<file path="src/fsdf_pkg.sv">
// Purpose: shared constants and carriers for flash security and data flash access
// Assumes: byte-wide cpu register port, one clock, synchronous reset
// Notes: addresses are 20-bit cpu space addresses
package fsdf_pkg;

  localparam logic [19:0] FSDF_CTL_ADDR = 20'hf0090;
  localparam logic [7:0] FSDF_CTL_RESET = 8'h00;
  localparam int FSDF_EN_BIT = 0;

  // boot cluster zero range
  localparam logic [19:0] FSDF_BC0_LO = 20'h00000;
  localparam logic [19:0] FSDF_BC0_HI = 20'h00fff;

  // data flash erase block size in bytes
  localparam int FSDF_DF_BLOCK_BYTES = 1024;
  localparam int FSDF_DF_BLOCK_SHIFT = 10;

  // programmer command codes
  typedef enum logic [2:0] {
    FSDF_CMD_ERASE = 3'h0,
    FSDF_CMD_WRITE = 3'h1,
    FSDF_CMD_SET_SEC = 3'h2,
    FSDF_CMD_RELEASE = 3'h3,
    FSDF_CMD_DF_ERASE = 3'h4
  } fsdf_cmd_t;

  // command answer status
  typedef enum logic [1:0] {
    FSDF_ST_OK = 2'h0,
    FSDF_ST_PROT = 2'h1,
    FSDF_ST_DENY = 2'h2,
    FSDF_ST_BADARG = 2'h3
  } fsdf_status_t;

  // security settings as one word
  typedef struct packed {
    logic boot0;
    logic wr;
    logic erase;
  } fsdf_sec_t;

  // command request from programmer or firmware
  typedef struct packed {
    fsdf_cmd_t cmd;
    logic serial;
    logic [19:0] addr;
    fsdf_sec_t sec;
  } fsdf_req_t;

  // command answer
  typedef struct packed {
    logic go;
    fsdf_status_t status;
  } fsdf_ans_t;

endpackage

</file>
<file path="src/fsdf_ctrl.sv">
// Summary of operation
// (RL1) serial erase refused under erase prohibition
// (RL2) serial write refused under write prohibition
// (RL3) boot cluster zero locked in both modes
// (RL4) all protections clear when shipped
// (RL5) protections independent, settable either mode
// (RL6) erase and boot lock never clear
// (RL7) release only serial, others clear, blank
// (RL8) write release effective after next reset
// (RL9) data flash erased in 1-Kbyte blocks
// (RL10) data flash byte-wide, read by cpu
// (RL11) no data flash fetch, code runs meanwhile
// (RL12) data flash blocked during code rewrite
// (RL13) control writes ignored during data rewrite
// (RL14) stop refused during data rewrite
// (RL15) control register resets to zero
// (RL16) bit zero enables data flash access
// (RL17) software waits setup after enabling
// (RL18) clear enable before stop in setup
// (RL19) dummy read after subsystem clock switch
// (RL20) software holds dma before reading
// (RL21) nop before data flash read alternative
// (RL22) fast oscillator running during rewrite
// (RL23) refused serial command reports error
//
// Purpose: flash security gate and data flash access control
// Assumes: nv security bits are loaded by fuse logic outside; the flash
//   array engine runs commands when ans.go pulses and reports busy
// Notes: the security word is nonvolatile; sec_nv is what the array holds
//   a granted release stays pending across later sets that leave the write bit clear, until the next reset
module fsdf_ctrl
  import fsdf_pkg::*;
#(
  parameter int ADDR_W = 20
) (
  input wire logic clk,
  input wire logic rst,
  // security word loaded from nonvolatile store
  input wire fsdf_sec_t sec_nv,
  // flash array blank status
  input wire logic code_blank,
  input wire logic data_blank,
  // command request
  input wire logic req_valid,
  input wire fsdf_req_t req,
  output fsdf_ans_t ans,
  output logic ans_valid,
  output fsdf_sec_t sec_wr_data,
  output logic sec_wr,
  // array activity from the flash engine
  input wire logic code_rewrite,
  input wire logic df_rewrite,
  // cpu register port
  input wire logic [ADDR_W-1:0] reg_addr,
  input wire logic reg_wr,
  input wire logic [7:0] reg_wdata,
  output logic [7:0] reg_rdata,
  // cpu data flash access
  input wire logic df_rd,
  input wire logic df_fetch,
  output logic df_grant,
  output logic df_fetch_err,
  // stop gating
  input wire logic stop_req,
  output logic stop_ok,
  // effective protections
  output fsdf_sec_t sec_active
);

  //////////////////////////////////////////////////////////////////////
  // security state
  fsdf_sec_t sec_r, sec_nxt;
  fsdf_sec_t sec_cur;
  logic load_r, load_nxt;
  fsdf_ans_t ans_r, ans_nxt;
  logic ans_valid_r, ans_valid_nxt;
  fsdf_sec_t sec_wr_data_r, sec_wr_data_nxt;
  logic sec_wr_r, sec_wr_nxt;
  logic rel_pend_r, rel_pend_nxt;
  fsdf_status_t status_pick;
  logic in_bc0;
  logic erase_prot;
  logic write_prot;
  logic is_set;
  logic is_rel;
  logic rel_ok;
  logic df_aligned;

  //////////////////////////////////////////////////////////////////////
  // request decode
  // boot cluster zero is the low code flash range
  assign in_bc0 = (req.addr >= FSDF_BC0_LO) && (req.addr <= FSDF_BC0_HI);
  // stored word joins on the first edge after reset; decide on it already then,
  // otherwise a request on that edge would slip past every protection
  assign sec_cur = load_r ? (sec_r | sec_nv) : sec_r;
  assign is_set = (req.cmd == FSDF_CMD_SET_SEC);
  assign is_rel = (req.cmd == FSDF_CMD_RELEASE);
  // (RL9) whole 1-Kbyte blocks only
  assign df_aligned = (req.addr[FSDF_DF_BLOCK_SHIFT-1:0] == '0);
  // (RL7) release only serial, others clear, blank
  assign rel_ok = req.serial && !sec_cur.erase && !sec_cur.boot0 && code_blank && data_blank;

  // (RL1) (RL3) block erase gate
  fsdf_rewrite_gate erase_gate_u (
    .in_boot(in_bc0),
    .boot_lock(sec_cur.boot0),
    .serial(req.serial),
    .prohibit(sec_cur.erase),
    .refuse(erase_prot)
  );

  // (RL2) (RL3) code flash write gate
  fsdf_rewrite_gate write_gate_u (
    .in_boot(in_bc0),
    .boot_lock(sec_cur.boot0),
    .serial(req.serial),
    .prohibit(sec_cur.wr),
    .refuse(write_prot)
  );

  //////////////////////////////////////////////////////////////////////
  // command decision; only looked at while req_valid is high
  always_comb begin
    status_pick = FSDF_ST_OK;
    unique case (req.cmd)
      FSDF_CMD_ERASE: begin
        if (erase_prot) begin
          status_pick = FSDF_ST_PROT;
        end
      end
      FSDF_CMD_WRITE: begin
        if (write_prot) begin
          status_pick = FSDF_ST_PROT;
        end
      end
      FSDF_CMD_DF_ERASE: begin
        if (!df_aligned) begin
          status_pick = FSDF_ST_BADARG;
        end
      end
      // (RL5) set accepted in either mode
      FSDF_CMD_SET_SEC: begin
        status_pick = FSDF_ST_OK;
      end
      FSDF_CMD_RELEASE: begin
        if (!rel_ok) begin
          status_pick = FSDF_ST_DENY;
        end
      end
      // three codes are unused
      default: begin
        status_pick = FSDF_ST_BADARG;
      end
    endcase
  end

  // answer one cycle after the request, valid as a pulse
  always_comb begin
    ans_nxt = '0;
    ans_valid_nxt = 1'b0;
    if (req_valid) begin
      ans_valid_nxt = 1'b1;
      // (RL23) refused commands report status
      ans_nxt.status = status_pick;
      ans_nxt.go = (status_pick == FSDF_ST_OK) && !is_set && !is_rel; // engine idle otherwise
    end
  end

  always_ff @(posedge clk) begin
    if (rst) begin
      ans_r <= '0;
      ans_valid_r <= 1'b0;
    end else begin
      ans_r <= ans_nxt;
      ans_valid_r <= ans_valid_nxt;
    end
  end

  // live protections only gain bits until the next reset
  always_comb begin
    load_nxt = 1'b0;
    sec_nxt = sec_cur;
    if (req_valid && is_set) begin
      // (RL5) (RL6) independent bits, only added
      sec_nxt = sec_cur | req.sec;
    end
  end

  always_ff @(posedge clk) begin
    if (rst) begin
      // (RL4) (RL8) all clear until loaded
      sec_r <= '0;
      load_r <= 1'b1;
    end else begin
      sec_r <= sec_nxt;
      load_r <= load_nxt;
    end
  end

  // stored word follows every set; a release clears it for the next reset
  always_comb begin
    sec_wr_nxt = 1'b0;
    sec_wr_data_nxt = sec_wr_data_r;
    rel_pend_nxt = rel_pend_r;
    if (req_valid && is_set) begin
      sec_wr_nxt = 1'b1;
      sec_wr_data_nxt = sec_cur | req.sec;
      // a later set must not quietly undo a pending release of the write lock
      if (rel_pend_r && !req.sec.wr) begin
        sec_wr_data_nxt.wr = 1'b0;
      end
      if (req.sec.wr) begin
        rel_pend_nxt = 1'b0;
      end
    end else if (req_valid && is_rel && rel_ok) begin
      // (RL8) stored copy cleared, live kept
      sec_wr_nxt = 1'b1;
      sec_wr_data_nxt = '{boot0: 1'b0, wr: 1'b0, erase: 1'b0};
      rel_pend_nxt = 1'b1;
    end
  end

  always_ff @(posedge clk) begin
    if (rst) begin
      sec_wr_data_r <= '0;
      sec_wr_r <= 1'b0;
      rel_pend_r <= 1'b0;
    end else begin
      sec_wr_data_r <= sec_wr_data_nxt;
      sec_wr_r <= sec_wr_nxt;
      rel_pend_r <= rel_pend_nxt;
    end
  end

  // outputs straight from the flops
  assign ans = ans_r;
  assign ans_valid = ans_valid_r;
  assign sec_wr_data = sec_wr_data_r;
  assign sec_wr = sec_wr_r;
  assign sec_active = sec_r;

  //////////////////////////////////////////////////////////////////////
  // data flash control register
  logic en_r, en_nxt;
  logic ctl_hit;

  assign ctl_hit = (reg_addr == ADDR_W'(FSDF_CTL_ADDR));

  always_comb begin
    en_nxt = en_r;
    // (RL13) locked while data flash rewrites
    if (reg_wr && ctl_hit && !df_rewrite) begin
      // (RL16) bit zero is the enable
      en_nxt = reg_wdata[FSDF_EN_BIT];
    end
  end

  always_ff @(posedge clk) begin
    if (rst) begin
      // (RL15) reset to zero
      en_r <= FSDF_CTL_RESET[FSDF_EN_BIT];
    end else begin
      en_r <= en_nxt;
    end
  end

  // upper bits always read zero
  always_comb begin
    reg_rdata = 8'h00;
    if (ctl_hit) begin
      reg_rdata[FSDF_EN_BIT] = en_r;
    end
  end

  //////////////////////////////////////////////////////////////////////
  // data flash access gating
  // (RL10) (RL12) byte reads granted when enabled and no code rewrite
  assign df_grant = df_rd && en_r && !code_rewrite;
  // (RL11) fetch never served, code fetch unaffected by df_rewrite
  assign df_fetch_err = df_fetch;
  // (RL14) stop held off during rewrite
  assign stop_ok = stop_req && !df_rewrite;

endmodule

//////////////////////////////////////////////////////////////////////
// one rewrite gate: boot cluster lock in every mode, prohibition on serial only
module fsdf_rewrite_gate (
  input wire logic in_boot,
  input wire logic boot_lock,
  input wire logic serial,
  input wire logic prohibit,
  output logic refuse
);

  logic boot_hit;
  logic serial_hit;

  // (RL3) boot cluster refused both modes
  assign boot_hit = boot_lock && in_boot;
  // (RL1) (RL2) self-programming bypasses prohibition
  assign serial_hit = prohibit && serial;
  // boot lock is checked first but either hit refuses
  assign refuse = boot_hit || serial_hit;

endmodule

</file>
<file path="config.mk">
export PLATFORM = sky130hd
export DESIGN_NAME = fsdf_ctrl
export DESIGN_NICKNAME = d
export VERILOG_FILES = /design/src/fsdf_pkg.sv /design/src/fsdf_ctrl.sv
export SDC_FILE = /design/constraint.sdc
export NUM_CORES = 1
export LEC_CHECK = 0
export BUFFER_PORTS_ARGS = -buffer_cell sky130_fd_sc_hd__buf_2
export CELL_PAD_IN_SITES_DETAIL_PLACEMENT = 1
export CELL_PAD_IN_SITES_GLOBAL_PLACEMENT = 2
export CORE_ASPECT_RATIO = 1.1
export CORE_MARGIN = 4
export CORE_UTILIZATION = 14
export DETAILED_ROUTE_END_ITERATION = 7
export PLACE_DENSITY = 0.75
export SLEW_MARGIN = 20
export SYNTH_ARGS = -nofsm -noshare
export SYNTH_HDL_FRONTEND = slang
export SYNTH_SLANG_ARGS = --single-unit
</file>
<file path="constraint.sdc">
create_clock -name clk -period 2.4 [get_ports clk]
set_input_delay 0.6 -clock clk [delete_from_list [all_inputs] [get_ports clk]]
set_output_delay 0.6 -clock clk [all_outputs]
set_load 0.02 [all_outputs]
</file>
==> reports/metrics.cfg <==
[cts]
cts-root-buf=clkbuf_8
postCtsSetupRepairBufs=0
postCtsResizedCells=0
cts-hold-fix-buffers=0
htreeDepth=1
cts_buffer_depth=2
clk_latency_ps=250
clk_pin_slew_ps=60
clock_sinks=14
cts_made_buffers=3
cts_tree=built

[floorplanning]
rows=27
ios=91
start_util_pct=14.7
coreArea_um2=5100
dieArea_um2=6600
fp.dieW_um=77.8
die_h_um=84.8

[drt]
vias=935
ant_nets=0
wirelength_um=2890
first_pass_iters=4
wl_per_cell_um=12.4
drcViolationCount=0
vias_per_cell=4.01
drt_iter0_drc=36

[final_layout]
fin_cells=233
ff_latch_area_um2=280
fin_nets=231
syn2layout_area_growth_pct=61.8
layout_common_cells=72 x buf_2, 14 x dfxtp_1, 8 x nor2_1, 8 x a21oi_1
drive_above_1_share_pct=50.3
multi_input_comb_area_um2=422
layout_commonest_cell=buf_2
fillers=625
antenna_cells=0

[sta]
tightest_slew_ps=490
period_needed_ps=2360
tns_ps=0
rsz0062_at_grt=false
final.period_utilization_pct=98.2
timing.fmax_ghz=0.424
slew_headroom_pct=66.9
maxSlewViolCount=0
final.setup_skew_ps=5.37
finalHoldViolCount=0
setup_viol=0

[synth]
synth_area_leaders=dfxtp_1 37%, buf_4 8.0%, nor4_1 5.8%
ys_seq_elements=14
yosysTopAreaCellShare_pct=37.3
synthCells=88
synth_top_area_cell=dfxtp_1
synth_area_um2=751
avgSynthCellArea_um2=8.53
synth-seq-area-share_pct=37.3
ys.warnings.count=0
synth_cell_types=30

[power_and_ir_drop]
max-vdd-ir-drop_uv=173
power.leakage_nw=0.602
power_mw=0.604
power.switching_mw=0.160
p_sw_share_pct=26.5
clkPwrFrac_pct=38.8
intPower_mw=0.443
pwr-share-comb_pct=20.5
power.density_nw_per_um2=497
p_seq_share_pct=40.7

[critical_path]
crit_top_cell=buf_2
critical_path_arrival_ps=1760
worst_setup_path_start_kind=input pin
worstPathMaxFanout=2
path_cells=buf_2 -> or4_4 -> nor3_2 -> and3_2 -> buf_2
cp.required_ps=1800
crit_path_end_kind=output pin
slowest_stage=or4_4
path_class=in2out
cp_slowest_stage_delay_ps=520

[flow_run]
cap_violations=0

[global_routing]
grt_max_degree=13
grt_util_all_layers_pct=8.64
grt_pass1_wl_um=4440
antenna_found_initial=0
grt.overflow.total=0
grt_pass1_vias=927

[worst_hold_path]
hold_path.class=reg2reg

[place]
gp_congestion=0.690
numPortBuffers=72
dp.cells=229
hpwl_um=2540

[outcome]
status=completed

registers in the layout (all words and copies together) (netlist names):
register,count
ans_valid,1
sec_wr,1
en_r,1
ans,3
load_r,1
sec_active,3
sec_wr_data,3
rel_pend_r,1
through the flow:
stage	hold WS [ps]	utilization (%)	setup WS, ps	cell area [um2]
after floorplan	461	-	268	773
after global placement	462	22.7	27.6	1160
after detailed placement	480	22.7	31.2	1160
after CTS	488	23.8	27.6	1210
after global routing	498	23.8	8.46	1210
final	477	23.8	43.1	1210
worst max-delay path: cells and delay by family:
family,cells,cell delay [ps]
buffers and inverters,2,260
AND/OR/NAND/NOR,3,900
Yosys cell counts:
library cell and n:
dfxtp_1 14, a21oi_1 8, buf_4 8, nor2_1 8
nor4_1 7, o21ai_0 6, nand2_1 4, nand2b_1 4
nand3_1 4, a21o_1 2, inv_1 2, nand4b_1 2
nor3_1 2, a2111oi_2 1, a32o_1 1, and3_2 1
and4b_1 1, clkbuf_1 1, conb_1 1, mux2i_1 1
nand3b_1 1, nand3b_4 1, nand4bb_1 1, nor2b_1 1
nor3_2 1, o22ai_1 1, o311ai_0 1, o31a_1 1
or3_1 1, or4_4 1
cells by family (layout without fill, tap and decap cells):
group	count (synthesis)	in the layout	synth area share, %
other cells	1	7	0.500
mux	1	1	1.33
simple gates	40	40	33.5
flops	14	14	37.3
compound gates	21	21	17.8
buf+inv	11	78	9.50
per-layer routing:
| layer | vias to the layer above | part of all wire (%) | global-route usage, % |
|---|---|---|---|
| met2 | 63 | 44 | 14.2 |
| met1 | 415 | 42 | 9.80 |
| met5 | - | 0 | 0 |
| met4 | 0 | 0.66 | 3.40 |
| met3 | 2 | 13 | 3.76 |
| li1 | 455 | - | - |
power by group through the flow:
stage / registers [mW] / logic [mW] / clock network (mW)
after floorplan: 0.261 / 0.0545 / 0
after global placement: 0.251 / 0.124 / 0
after detailed placement: 0.251 / 0.125 / 0
after CTS: 0.246 / 0.125 / 0.240
after global routing: 0.247 / 0.138 / 0.249
final: 0.246 / 0.124 / 0.234
path summary, 6_finish.rpt:
| path | depth (start not counted) | startpoint | slack, ps | end |
|---|---|---|---|---|
| hold reg to reg | 2 | sec_wr_data[2] | 480 | sec_wr_data[2] |
| setup reg to reg | 4 | load_r | 1030 | rel_pend_r |
| setup / recovery | 5 | reg_addr[10] | 40 | reg_rdata[0] |
| hold / removal | 2 | sec_wr_data[2] | 480 | sec_wr_data[2] |
layout make-up:
| cell class | count | area share (%) |
|---|---|---|
| well taps | 72 | 7.42 |
| inverters | 2 | 0.618 |
| flip-flops and latches | 14 | 23.1 |
| clock buffers | 4 | 4.53 |
| multi-input cells | 69 | 34.7 |
| repair buffers | 72 | 29.7 |
No activity file was read; power rests on OpenSTA's default activity.
